## config.mk

```make
export PLATFORM = sky130hd
export DESIGN_NAME = vds_top
export DESIGN_NICKNAME = d
export VERILOG_FILES = /design/src/core/vds_pkg.sv /design/src/core/vds_top.sv
export SDC_FILE = /design/constraint.sdc
export NUM_CORES = 1
export LEC_CHECK = 0
export ABC_AREA = 1
export BUFFER_PORTS_ARGS = -buffer_cell sky130_fd_sc_hd__buf_4
export CAP_MARGIN = 40
export CORE_ASPECT_RATIO = 0.7
export CORE_UTILIZATION = 47
export DETAILED_ROUTE_END_ITERATION = 7
export PLACE_DENSITY = 0.69
export SKIP_LAST_GASP = 1
export SLEW_MARGIN = 5
export SYNTH_ARGS = -nofsm -noshare
export SYNTH_HDL_FRONTEND = slang
export SYNTH_SLANG_ARGS = --single-unit
```

## constraint.sdc

```tcl
create_clock -name ref_clk -period 18.35 [get_ports ref_clk]
set_input_delay 5.505 -clock ref_clk [delete_from_list [all_inputs] [get_ports ref_clk]]
set_output_delay 5.505 -clock ref_clk [all_outputs]
set_load 0.02 [all_outputs]
```

## src/core/vds_pkg.sv

```systemverilog
/*
  vds_pkg: constants, register map and carrier types for the valve dispense sequencer.
  Assumes one 10 MHz clock and an APB master with 32-bit data.
*/
`default_nettype none
package vds_pkg;
  // clock and time base
  localparam int CLK_PERIOD_NS = 100;
  localparam int TICK_NS       = 1000;
  localparam int TICK_CYCLES   = (TICK_NS + CLK_PERIOD_NS - 1) / CLK_PERIOD_NS;
  // setting limits in microseconds
  localparam logic [23:0] PERIOD_MIN_US = 24'h0007d0;
  localparam logic [23:0] PERIOD_MAX_US = 24'h98967c;
  localparam logic [23:0] OPEN_MIN_US   = 24'h000064;
  // register byte offsets
  localparam logic [7:0] OFS_CTRL   = 8'h00;
  localparam logic [7:0] OFS_COUNT  = 8'h04;
  localparam logic [7:0] OFS_PERIOD = 8'h08;
  localparam logic [7:0] OFS_OPEN   = 8'h0c;
  localparam logic [7:0] OFS_STATUS = 8'h10;
  // control field positions
  localparam int CTRL_MODE_LSB = 0;
  localparam int CTRL_POWER    = 2;
  localparam int CTRL_PURGE    = 3;
  // status field positions
  localparam int STAT_DISP   = 0;
  localparam int STAT_PURGE  = 1;
  localparam int STAT_CLOSE  = 2;
  localparam int STAT_ERR    = 3;
  localparam int STAT_REM_LSB = 16;
  // reset values
  localparam logic        POWER_RST  = 1'b1;
  localparam logic [15:0] COUNT_RST  = 16'h0001;
  localparam logic [23:0] PERIOD_RST = 24'h003a98;
  localparam logic [23:0] OPEN_RST   = 24'h000320;

  typedef enum logic [1:0] {
    VDS_TIMED = 2'h0,
    VDS_CONT  = 2'h1,
    VDS_EXT   = 2'h2
  } vds_mode_t;

  typedef enum logic [2:0] {
    VDS_IDLE = 3'h1,
    VDS_OPEN = 3'h2,
    VDS_GAP  = 3'h4
  } vds_state_t;

  typedef struct packed {
    logic        psel;
    logic        penable;
    logic        pwrite;
    logic [7:0]  paddr;
    logic [31:0] pwdata;
  } vds_apb_req_t;

  typedef struct packed {
    logic        pready;
    logic        pslverr;
    logic [31:0] prdata;
  } vds_apb_rsp_t;
endpackage
`default_nettype wire

```

## src/core/vds_top.sv

```systemverilog
/*
  vds_top: valve dispense sequencer with APB registers, timed, continuous and
  external modes, purge toggle and valve power gate.
  Assumes initiate, external drive and error lines are asynchronous pins and
  that the valve driver closes the valve while valve_close is high.
*/
// The implementer's own choices: the address map and the APB register port.
`default_nettype none
module vds_top
  import vds_pkg::*;
(
  // clock and reset
  input  wire logic                  ref_clk,
  input  wire logic                  rst,
  // register bus
  input  wire vds_pkg::vds_apb_req_t apb_req,
  output vds_pkg::vds_apb_rsp_t      apb_rsp,
  // pins from initiate source and system
  input  wire logic                  initiate_pin,
  input  wire logic                  ext_drive_pin,
  input  wire logic                  error_pin,
  // valve driver
  output logic                       valve_close,
  output logic                       dispensing
);
  import vds_pkg::*;

  // synchronisers
  logic [2:0] sync1;
  logic [2:0] sync2;
  logic       init_s;
  logic       ext_s;
  logic       err_s;
  logic       init_d;
  logic       init_rise;

  // configuration
  vds_mode_t   mode;
  logic        power_en;
  logic [15:0] count_cfg;
  logic [23:0] period_us;
  logic [23:0] open_us;
  logic        purge_req;
  logic        purging;

  // sequencer
  vds_state_t  state;
  vds_state_t  next_state;
  logic [3:0]  pre;
  logic [23:0] us_cnt;
  logic        tick;
  logic        open_end;
  logic        period_end;
  logic        start_ok;
  logic        restart;
  logic        last_dep;
  logic [15:0] remaining;
  logic        valve_open;

  // bus decode
  logic        setup;
  logic        wr_acc;
  logic        mapped;
  logic [31:0] next_rdata;
  logic [31:0] rdata_q;
  logic        slverr_q;

  assign init_s = sync2[0];
  assign ext_s  = sync2[1];
  assign err_s  = sync2[2];

  always_ff @(posedge ref_clk or posedge rst) begin
    if (rst) begin
      sync1 <= 3'h0;
      sync2 <= 3'h0;
    end else begin
      sync1 <= {error_pin, ext_drive_pin, initiate_pin};
      sync2 <= sync1;
    end
  end

  always_ff @(posedge ref_clk or posedge rst) begin
    if (rst) begin
      init_d <= 1'b0;
    end else begin
      init_d <= init_s;
    end
  end

  assign init_rise = init_s & ~init_d;

  // apb slave, zero wait states
  assign setup  = apb_req.psel & ~apb_req.penable;
  assign wr_acc = apb_req.psel & apb_req.penable & apb_req.pwrite;
  assign mapped = (apb_req.paddr == OFS_CTRL) | (apb_req.paddr == OFS_COUNT) |
                  (apb_req.paddr == OFS_PERIOD) | (apb_req.paddr == OFS_OPEN) |
                  (apb_req.paddr == OFS_STATUS);

  always_comb begin
    next_rdata = 32'h0;
    case (apb_req.paddr)
      OFS_CTRL: begin
        next_rdata[CTRL_MODE_LSB +: 2] = mode;
        next_rdata[CTRL_POWER]         = power_en;
      end
      OFS_COUNT:  next_rdata[15:0] = count_cfg;
      OFS_PERIOD: next_rdata[23:0] = period_us;
      OFS_OPEN:   next_rdata[23:0] = open_us;
      OFS_STATUS: begin
        next_rdata[STAT_DISP]             = dispensing;
        next_rdata[STAT_PURGE]            = purging;
        next_rdata[STAT_CLOSE]            = valve_close;
        next_rdata[STAT_ERR]              = err_s;
        next_rdata[STAT_REM_LSB +: 16]    = remaining;
      end
      default: next_rdata = 32'h0;
    endcase
  end

  always_ff @(posedge ref_clk or posedge rst) begin
    if (rst) begin
      rdata_q  <= 32'h0;
      slverr_q <= 1'b0;
    end else if (setup) begin
      rdata_q  <= apb_req.pwrite ? 32'h0 : next_rdata;
      slverr_q <= ~mapped;
    end
  end

  // response carrier, one driver; pready tied high
  assign apb_rsp = '{pready: 1'b1, pslverr: slverr_q, prdata: rdata_q};

  // control register
  always_ff @(posedge ref_clk or posedge rst) begin
    if (rst) begin
      mode     <= VDS_TIMED;
      power_en <= POWER_RST;
    end else if (wr_acc && apb_req.paddr == OFS_CTRL) begin
      if (apb_req.pwdata[CTRL_MODE_LSB +: 2] != 2'h3) begin
        mode <= vds_mode_t'(apb_req.pwdata[CTRL_MODE_LSB +: 2]);
      end
      power_en <= apb_req.pwdata[CTRL_POWER];
    end
  end

  assign purge_req = wr_acc & (apb_req.paddr == OFS_CTRL) & apb_req.pwdata[CTRL_PURGE];

  // timing registers; out-of-range writes are ignored
  always_ff @(posedge ref_clk or posedge rst) begin
    if (rst) begin
      count_cfg <= COUNT_RST;
      period_us <= PERIOD_RST;
      open_us   <= OPEN_RST;
    end else if (wr_acc) begin
      if (apb_req.paddr == OFS_COUNT && apb_req.pwdata[15:0] != 16'h0) begin
        count_cfg <= apb_req.pwdata[15:0];
      end
      if (apb_req.paddr == OFS_PERIOD && apb_req.pwdata[23:0] >= PERIOD_MIN_US &&
          apb_req.pwdata[23:0] <= PERIOD_MAX_US) begin
        period_us <= apb_req.pwdata[23:0];
      end
      if (apb_req.paddr == OFS_OPEN && apb_req.pwdata[23:0] >= OPEN_MIN_US) begin
        open_us <= apb_req.pwdata[23:0];
      end
    end
  end

  // purge toggle
  always_ff @(posedge ref_clk or posedge rst) begin
    if (rst) begin
      purging <= 1'b0;
    end else if (purging) begin
      if (purge_req || !power_en) begin
        purging <= 1'b0;
      end
    end else if (purge_req && power_en && !dispensing && !start_ok && !err_s) begin
      purging <= 1'b1;
    end
  end

  // microsecond time base, restarted at each deposit start
  assign tick       = (pre == 4'(TICK_CYCLES - 1));
  assign open_end   = tick && (us_cnt == open_us - 24'h1);
  assign period_end = tick && (us_cnt == period_us - 24'h1);
  assign last_dep   = (mode == VDS_TIMED) ? (remaining == 16'h1) : !init_s;

  assign start_ok = power_en && !purging && (state == VDS_IDLE) &&
                    (((mode == VDS_TIMED) && init_rise) || ((mode == VDS_CONT) && init_s));
  assign restart  = start_ok || (period_end && (state != VDS_IDLE) && !last_dep);

  always_ff @(posedge ref_clk or posedge rst) begin
    if (rst) begin
      pre    <= 4'h0;
      us_cnt <= 24'h0;
    end else if (restart) begin
      pre    <= 4'h0;
      us_cnt <= 24'h0;
    end else if (tick) begin
      pre    <= 4'h0;
      us_cnt <= us_cnt + 24'h1;
    end else begin
      pre <= pre + 4'h1;
    end
  end

  always_comb begin
    next_state = state;
    case (state)
      VDS_IDLE: begin
        if (start_ok) begin
          next_state = VDS_OPEN;
        end
      end
      VDS_OPEN: begin
        if (period_end) begin
          next_state = last_dep ? VDS_IDLE : VDS_OPEN;
        end else if (open_end) begin
          next_state = VDS_GAP;
        end
      end
      VDS_GAP: begin
        if (period_end) begin
          next_state = last_dep ? VDS_IDLE : VDS_OPEN;
        end
      end
      default: next_state = VDS_IDLE;
    endcase
    if (!power_en || mode == VDS_EXT) begin
      next_state = VDS_IDLE;
    end
  end

  always_ff @(posedge ref_clk or posedge rst) begin
    if (rst) begin
      state <= VDS_IDLE;
    end else begin
      state <= next_state;
    end
  end

  // deposits left in the timed burst
  always_ff @(posedge ref_clk or posedge rst) begin
    if (rst) begin
      remaining <= 16'h0;
    end else if (start_ok) begin
      remaining <= count_cfg;
    end else if (next_state == VDS_IDLE) begin
      remaining <= 16'h0;
    end else if (period_end && mode == VDS_TIMED) begin
      remaining <= remaining - 16'h1;
    end
  end

  // valve drive; external timing trusted to the far side
  assign valve_open = (state == VDS_OPEN) || purging ||
                      ((mode == VDS_EXT) && ext_s);

  always_ff @(posedge ref_clk or posedge rst) begin
    if (rst) begin
      valve_close <= 1'b0;
      dispensing  <= 1'b0;
    end else begin
      valve_close <= power_en && !valve_open;
      dispensing  <= (next_state != VDS_IDLE);
    end
  end
endmodule
`default_nettype wire

```

==> impl_metrics.tcl, run 1 <==
set metrics [dict create \
    status "completed" \
    antenna_left 0 \
    yosys.area_share.simple 0.305 \
    ys_ff_latch 157 \
    synth_cell_types 56 \
    viasPerCell 5.62 \
    track_usage 0.299 \
    synth_xor_area_frac 0.0753 \
    rsz0062_at_grt "no" \
    synth_adder_area_share 0.00892 \
    fin_crit_ns 8.11 \
    async_reset_ff_frac 1.00 \
    synthesis.nets 1402 \
    clock_power_share 0.447 \
    fmax_mhz 123 \
    cp-end-kind "flop" \
    core_area_sq_um 20100 \
    ios 84 \
    fin_cells 1688 \
    numCtsBuffers 17 \
    die_area_sq_um 21500 \
    antenna_found_initial 1 \
    htreeDepth 4 \
    critPathKind "in2reg" \
    fin_skew_ns 0.00963 \
    p_sw_frac 0.275 \
    finalCritPeriodShare 0.442 \
    synth.avg_cell_area_sq_um 7.29 \
    hp-class "reg2reg" \
    seq_power_share 0.420 \
    pwr-share-comb 0.133 \
    die_h_um 123 \
    cts_resized 0 \
    grt_max_degree 89 \
    synth.yosys.seq_area_share 0.402 \
    io_buffers 74 \
    synth_top_family_by_area "simple AND/OR/NAND/NOR gates" \
    cts_hold_buf 0 \
    n_antenna_cell 0 \
    drc 0 \
    p_sw_uw 239 \
    root_buffer "clkbuf_16" \
    synth_warnings 0 \
    chipWidth_um 175 \
    wl_per_cell_um 18.4 \
    whs_ns 0.348 \
    gp_congestion 0.940 \
    path_max_fanout 32 \
    cts.path.max_buffers 2 \
    rows 43 \
    reg2reg_depth 18 \
    maxSlewHeadroom 0.455 \
    muxShareOfSynthArea 0 \
    synth_edf_count 0 \
    cts_post_setup_buffers_inserted 0 \
    timing.setup.tns_ns 0 \
    totalWireLength_mm 31.1 \
    dp_cells 1656 \
    worst_ep_arrival_time_ns 8.41 \
    worst_slew_pin_slew_ns 0.813 \
    synth-main-ff-cell "dfrtp_1" \
    cp.required_ns 18.65 \
    leakage_uw 0.00559 \
    clkLatencyLatePin_ns 0.44 \
    dp_hpwl_mm 23.7 \
    layout_commonest_cell "nand2_1" \
    syn_inst 1347 \
    setup_viol 0 \
    synth_compound_area_frac 0.122 \
    layout.nets 1460 \
    startpoint_type "input port" \
    drive_above_1_share 0.126 \
    vdd_drop_max_mv 0.0650 \
    power_per_cell_area_nw_per_um2 76.9 \
    drtPass1Iterations 6 \
    drv_slew 0 \
    grt_pass1_vias 8412 \
    area_growth_pct 15.2 \
    initial_core_util 0.488 \
    grt_pass1_wl_mm 48.3 \
    syn_area_sq_um 9820 \
    place_ws_ns 9.94 \
    fin_ws_ns 10.24 \
    mostFrequentLayoutCells "nand2_1 (325), inv_1 (163), nor2_1 (147)" \
    dr_total_vias 9487 \
    drv_cap 0 \
    hold_depth 0 \
    clk_pin_slew_ns 0.06 \
    intPower_uw 630 \
    grt_overflow_total 0 \
    cts_tree "yes" \
    cts_num_sinks 157 \
    hold_violations 0 \
    drt_iter0_markers 1228 \
]
-- cell type report --
cell class,count,area (sq um)
sequential,157,3950
fill,1905,8810
timing repair buffer,86,673
multi-input combinational,973,5070
clock buffer,20,457
inverter,170,643
clock inverter,12,185
tap,270,338
-- routing by layer --
metal / up-vias / global-route usage / wire, um
li1: 4496 / - / -
met1: 4456 / 0.465 / 14900
met2: 491 / 0.390 / 11900
met3: 42 / 0.0879 / 3630
met4: 2 / 0.0864 / 635
met5: - / 0 / 13
-- cells in the mapped netlist (6+ instances only) --
cell type	n	area [sq um]
nor4_1	7	43.8
nor3_1	28	140
clkbuf_1	30	113
a21oi_1	27	135
buf_2	8	40.0
ha_1	7	87.6
nand4_1	44	275
a221oi_1	9	78.8
o21ai_0	127	636
nand2_1	325	1220
o31ai_1	8	60.1
o21ai_1	10	50.1
nor2_2	13	81.3
inv_1	164	616
nor2_1	147	552
xor2_1	50	438
o22ai_1	17	106
nor2_4	6	67.6
xnor2_1	28	245
nand2_2	8	50.1
dfstp_2	13	342
dfrtp_1	144	3600
nand3_1	65	325
-- metrics by stage --
| stage | instance area (sq um) | power (uW) | util |
|---|---|---|---|
| finish | 11300 | 870 | 0.562 |
| global route | 11300 | 902 | 0.562 |
| CTS | 11300 | 869 | 0.562 |
| detailed placement | 10700 | 484 | 0.530 |
| global placement | 10600 | 481 | 0.528 |
| floorplan | 9820 | 446 | - |
-- sequential cells by signal (all words and copies together), names as in the netlist, 2 cells and up --
| register | cells |
|---|---|
| sync2 | 3 |
| sync1 | 3 |
| pre | 4 |
| mode | 2 |
| count_cfg | 16 |
| open_us | 24 |
| remaining | 16 |
| us_cnt | 24 |
| period_us | 24 |
| state | 3 |
| rdata_q | 32 |
-- cells by family (layout without fill, tap and decap cells) --
kind of cell,after synthesis,count (layout)
xor+xnor,81,81
buf+inv,217,288
flops,157,157
other cells,1,1
simple gates,669,669
fa+ha+maj,7,7
compound gates,215,215
-- power by group through the flow --
stage          sequential, uW  clock [uW]  combinational [uW]
2_1_floorplan             369           0                77.0
3_3_place_gp              371           0                 110
3_5_place_dp              371           0                 112
4_1_cts                   365         391                 113
5_1_grt                   366         407                 128
6_report                  365         389                 116
-- worst max-delay path, stage by stage --
cell and delay (ns):
buf_4 0.11, nor3_1 0.56, nand3_1 0.43, o311ai_0 0.80
inv_1 0.16, o21ai_2 0.28, buf_4 0.41, o21ai_0 0.14
-- path summary, 6_finish.rpt --
check                          endpoint        start  slack, ns
max                        period_us[2]  apb_req[18]      10.24
min                            sync2[1]     sync1[1]       0.35
max reg2reg                remaining[4]   open_us[0]      14.78
min reg2reg                    sync2[1]     sync1[1]       0.35
max in group asynchronous  period_us[3]          rst      11.83
min in group asynchronous   rdata_q[31]          rst       5.24
No activity file was read; power rests on OpenSTA's default activity.
==> inputs of run 2 (changes only) <==
--- a/config.mk
+++ b/config.mk
@@ -11,7 +11,7 @@
 export CORE_ASPECT_RATIO = 0.7
 export CORE_UTILIZATION = 47
 export DETAILED_ROUTE_END_ITERATION = 7
-export PLACE_DENSITY = 0.69
+export PLACE_DENSITY = 0.72
 export SKIP_LAST_GASP = 1
 export SLEW_MARGIN = 5
 export SYNTH_ARGS = -nofsm -noshare
==> constraint.sdc (replaced) <==
create_clock -name ref_clk -period 6.92 [get_ports ref_clk]
set_input_delay 2.076 -clock ref_clk [delete_from_list [all_inputs] [get_ports ref_clk]]
set_output_delay 2.076 -clock ref_clk [all_outputs]
set_load 0.02 [all_outputs]
==> impl_metrics.tcl, run 2 (synthesis gave the netlist of run 1 again) <==
set metrics [dict create \
    die_area_sq_um 21500 \
    status "completed" \
    layout_commonest_cell "nand2_1" \
    layout.nets 1461 \
    finalCritPeriodShare 0.639 \
    totalWireLength_mm 30.8 \
    hold_depth 0 \
    cts_hold_buf 0 \
    grt_max_degree 77 \
    drt_iter0_markers 1228 \
    power_per_cell_area_nw_per_um2 198 \
    drtPass1Iterations 5 \
    antenna_found_initial 0 \
    grt_pass1_vias 8391 \
    reg2reg_depth 18 \
    cts.path.max_buffers 2 \
    mostFrequentLayoutCells "nand2_1 (325), inv_1 (163), nor2_1 (147)" \
    fmax_mhz 226 \
    path_max_fanout 32 \
    cts_resized 0 \
    n_antenna_cell 0 \
    root_buffer "clkbuf_16" \
    grt_pass1_wl_mm 47.5 \
    drv_cap 0 \
    drc 0 \
    viasPerCell 5.65 \
    cp-end-kind "flop" \
    worst_ep_arrival_time_ns 4.77 \
    fin_skew_ns 0.0103 \
    regMostFlops "rdata_q" \
    setup_viol 0 \
    hold_violations 0 \
    clkLatencyLatePin_ns 0.44 \
    initial_core_util 0.488 \
    antenna_left 0 \
    dp_hpwl_mm 23.8 \
    cts_post_setup_buffers_inserted 0 \
    wl_per_cell_um 18.2 \
    leakage_uw 0.00557 \
    htreeDepth 4 \
    startpoint_type "input port" \
    cts_num_sinks 157 \
    critPathKind "in2reg" \
    cp.required_ns 7.27 \
    dr_total_vias 9551 \
    fin_util 0.561 \
    numCtsBuffers 17 \
    die_h_um 123 \
    vdd_drop_max_mv 0.176 \
    chipWidth_um 175 \
    area_growth_pct 15.0 \
    rsz0062_at_grt "no" \
    drv_slew 0 \
    fin_crit_ns 4.42 \
    core_area_sq_um 20100 \
    cts_tree "yes" \
    clk_pin_slew_ns 0.06 \
    maxSlewHeadroom 0.434 \
    gp_congestion 0.992 \
    io_buffers 74 \
    grt_overflow_total 0 \
    rows 43 \
    ios 84 \
    timing.setup.tns_ns 0 \
    power_uw 2230 \
    largest_register_ff_count 32 \
    track_usage 0.293 \
    worst_slew_pin_slew_ns 0.844 \
    fillers 1894 \
    hp-class "reg2reg" \
    drive_above_1_share 0.126 \
]
-- run 2: cell types whose count changed in the layout (fill, tap and decap cells not counted) --
cell,previous run,this run
inv_6,3,1
clkinv_4,4,2
buf_12,1,0
bufinv_16,4,2
clkbuf_1,1,2
clkinvlp_4,1,3
clkinv_2,1,2
buf_16,0,1
clkbuf_8,2,4
buf_8,2,3
-- run 2: worst paths after layout --
check,startpoint,slack [ns],to
min reg2reg,sync1[0],0.35,sync2[0]
max reg2reg,open_us[0],3.50,remaining[7]
min in group asynchronous,rst,1.62,rdata_q[28]
max in group asynchronous,rst,3.99,us_cnt[6]
max,apb_req[18],2.50,period_us[13]
min,sync1[0],0.35,sync2[0]
-- run 2: layout make-up --
class | count | area (sq um) | area share
clock buffer | 23 | 488 | 0.0432
clock inverter | 9 | 110 | 0.00975
tap | 270 | 338 | 0.0299
sequential | 157 | 3950 | 0.349
timing repair buffer | 87 | 696 | 0.0616
inverter | 170 | 643 | 0.0570
multi-input combinational | 973 | 5070 | 0.449
-- run 2: critical path: stages --
cell and delay [ns]:
buf_4 0.11, nor3_1 0.61, nand3_1 0.39, o311ai_0 0.55, inv_1 0.15, o21ai_2 0.27, buf_4 0.41, nand2_1 0.08
o21ai_0 0.11
-- run 2: routing by layer --
layer,vias up,track usage,share of wire
met2,486,0.392,0.40
met4,0,0.0663,0.015
li1,4499,-,-
met3,30,0.0895,0.12
met1,4536,0.452,0.47
met5,-,0,0
-- run 2: power by group --
part / internal (uW) / total [uW] / switching (uW)
combinational: 104 / 305 / 202
sequential: 943 / 969 / 25.8
clock: 569 / 960 / 390
-- run 2: per-stage QoR --
stage,setup slack (ns),cells,instance area [sq um],hold slack [ns]
4_1_cts,2.67,1689,11300,0.350
6_report,2.50,1689,11300,0.348
3_3_place_gp,2.31,1653,10600,0.332
2_1_floorplan,0.631,1347,9820,0.331
5_1_grt,2.34,1689,11300,0.360
3_5_place_dp,2.29,1657,10700,0.336
==> inputs of run 3 (changes only) <==
--- a/config.mk
+++ b/config.mk
@@ -5,7 +5,7 @@
 export SDC_FILE = /design/constraint.sdc
 export NUM_CORES = 1
 export LEC_CHECK = 0
-export ABC_AREA = 1
+export ABC_AREA = 0
 export BUFFER_PORTS_ARGS = -buffer_cell sky130_fd_sc_hd__buf_4
 export CAP_MARGIN = 40
 export CORE_ASPECT_RATIO = 0.7
==> constraint.sdc (replaced) <==
create_clock -name ref_clk -period 3.95 [get_ports ref_clk]
set_input_delay 1.185 -clock ref_clk [delete_from_list [all_inputs] [get_ports ref_clk]]
set_output_delay 1.185 -clock ref_clk [all_outputs]
set_load 0.02 [all_outputs]
==> impl_metrics.tcl, run 3 <==
set metrics [dict create \
    critPathSlowestCell "mux2i_1" \
    n_antenna_cell 0 \
    fin_cells 1317 \
    yosysTopAreaCell "dfrtp_1" \
    die_area_sq_um 20300 \
    syn_inst 968 \
    synth-main-ff-cell "dfrtp_1" \
    drv_slew 0 \
    cts_post_setup_buffers_inserted 0 \
    dr_total_vias 7796 \
    synthTopCellsByCount "dfrtp_1 (144), nand2_1 (98), nor2_1 (82)" \
    mostFrequentLayoutCells "dfrtp_1 (144), buf_4 (100), nand2_1 (98)" \
    drv_cap 0 \
    fin_skew_ns 0.00995 \
    critPathKind "reg2reg" \
    totalWireLength_mm 26.8 \
    finalCritPeriodShare 0.924 \
    layout.nets 1095 \
    reg2reg_depth 10 \
    cts_resized 0 \
    synth.avg_cell_area_sq_um 9.58 \
    min_from "sync1[0]" \
    yosys.area.top_type_share 0.389 \
    rows 42 \
    rr_endpoint "remaining[11]" \
    synth_cell_types 79 \
    drtPass1Iterations 5 \
    status "completed" \
    synth.most_common_cell "dfrtp_1" \
    viasPerCell 5.92 \
    async_reset_ff_frac 1.00 \
    crit_chain "or4_4 > or2_1 > nor3_1 > mux2i_1 > a2111oi_2 > buf_4 > nand3_1 > buf_4 > or3b_2 > a221oi_1" \
    gp_congestion 0.935 \
    crit_path_frequent_cell "buf_4" \
    setup.worst_path.start "period_us[10]" \
    synth.yosys.seq_area_share 0.425 \
    synth_warnings 0 \
    io_buffers 74 \
    drc 0 \
    layout_commonest_cell "dfrtp_1" \
    cp.required_ns 4.29 \
    largest_register_ff_count 32 \
    grt_max_degree 63 \
    hold_violations 0 \
    root_buffer "clkbuf_16" \
    hp-class "reg2reg" \
    hold_path_end "sync2[0]" \
    fin_crit_ns 3.65 \
    whs_ns 0.358 \
    clkLatencyLatePin_ns 0.44 \
    regToRegSetupSlack_ns 0.30 \
    initial_core_util 0.485 \
    wl_per_cell_um 20.3 \
    regMostFlops "rdata_q" \
    cts_tree "yes" \
    leakage_uw 0.00495 \
    core_area_sq_um 19100 \
    cts_num_sinks 157 \
    cpLargestDelayFamily "simple AND/OR/NAND/NOR gates" \
    r2r_start "period_us[10]" \
    grt_pass1_vias 7346 \
    antenna_found_initial 0 \
    cts.path.max_buffers 2 \
    numCtsBuffers 17 \
    die_h_um 120 \
    ys_ff_latch 157 \
    slowest_delay_ns 0.61 \
    synth_edf_count 0 \
    ios 84 \
    dp_cells 1285 \
    syn_area_sq_um 9280 \
    path_depth 10 \
    path_max_fanout 10 \
    dp_hpwl_mm 20.1 \
    synthesis.nets 1023 \
    antenna_left 0 \
    setup_viol 0 \
    timing.setup.tns_ns 0 \
    vdd_drop_max_mv 0.234 \
    clk_pin_slew_ns 0.06 \
    worst_slew_pin_slew_ns 0.905 \
    critical_path_buf_inv_count 2 \
    area_growth_pct 17.5 \
    maxSlewHeadroom 0.395 \
    fmax_mhz 274 \
    cp-end-kind "flop" \
    synthTopCellsByArea "dfrtp_1 (39%), mux2_2 (8.7%), xnor2_1 (5.0%)" \
    grt_overflow_total 0 \
    hold_depth 0 \
    htreeDepth 4 \
    worst_ep_arrival_time_ns 3.99 \
    rsz0062_at_grt "no" \
    chipWidth_um 170 \
    grt_pass1_wl_mm 42.1 \
    track_usage 0.277 \
    drive_above_1_share 0.240 \
    cts_hold_buf 0 \
    drt_iter0_markers 819 \
    power_per_cell_area_nw_per_um2 368 \
    startpoint_type "flop" \
]
[run 3: cell count changes after synthesis, moves of 14 or more]
cell / delta
nor4_1: +21
nand3_1: -38
and3_1: +14
nand2_1: -227
a21oi_1: -14
nand4_1: -33
mux2i_1: +18
mux2_2: +72
o21ai_0: -78
or4_1: +15
inv_1: -138
or3_1: +17
nor2_1: -65
xnor2_1: +25
[run 3: cells by family after synthesis]
| kind of cell | count (synthesis) | synth area share |
|---|---|---|
| compound gates | 156 | 0.116 |
| flops | 157 | 0.425 |
| fa+ha+maj | 7 | 0.00944 |
| mux | 90 | 0.107 |
| other cells | 1 | 0.000404 |
| buf+inv | 77 | 0.0352 |
| xor+xnor | 91 | 0.0859 |
| simple gates | 389 | 0.220 |
[run 3: metal layers]
layer / up-vias / wire length [um] / GRT usage
li1: 3630 / - / -
met4: 0 / 309 / 0.0653
met5: - / 0 / 0
met3: 30 / 2930 / 0.0980
met1: 3788 / 13000 / 0.426
met2: 348 / 10600 / 0.363
[run 3: area by class of cell]
| type | count | area, sq um |
|---|---|---|
| Clock buffer | 21 | 480 |
| Clock inverter | 11 | 176 |
| Fill cell | 1688 | 8230 |
| Inverter | 26 | 101 |
| Multi-Input combinational cell | 734 | 5030 |
| Sequential cell | 157 | 3950 |
| Tap cell | 264 | 330 |
| Timing Repair Buffer | 104 | 831 |
[run 3: worst max-delay path by stage]
stage                               end  slack, ns
after global routing           state[2]       0.16
after detailed placement   period_us[0]       0.08
after CTS                 remaining[11]       0.36
final                     remaining[11]       0.30
after floorplan           period_us[10]       0.25
after global placement     period_us[0]       0.13
[run 3: power breakdown]
part / switching (uW) / internal, uW
logic: 255 / 185
registers: 74.5 / 1660
clock network: 698 / 1130
total: 1030 / 2980
[run 3: through the flow]
step | utilization | setup WS, ns | total power, uW | cell area [sq um]
after floorplan | - | 0.249 | 2050 | 9280
after global placement | 0.535 | 0.132 | 2180 | 10200
after detailed placement | 0.535 | 0.0768 | 2200 | 10200
after CTS | 0.570 | 0.359 | 4020 | 10900
after global routing | 0.570 | 0.163 | 4150 | 10900
final | 0.570 | 0.301 | 4010 | 10900
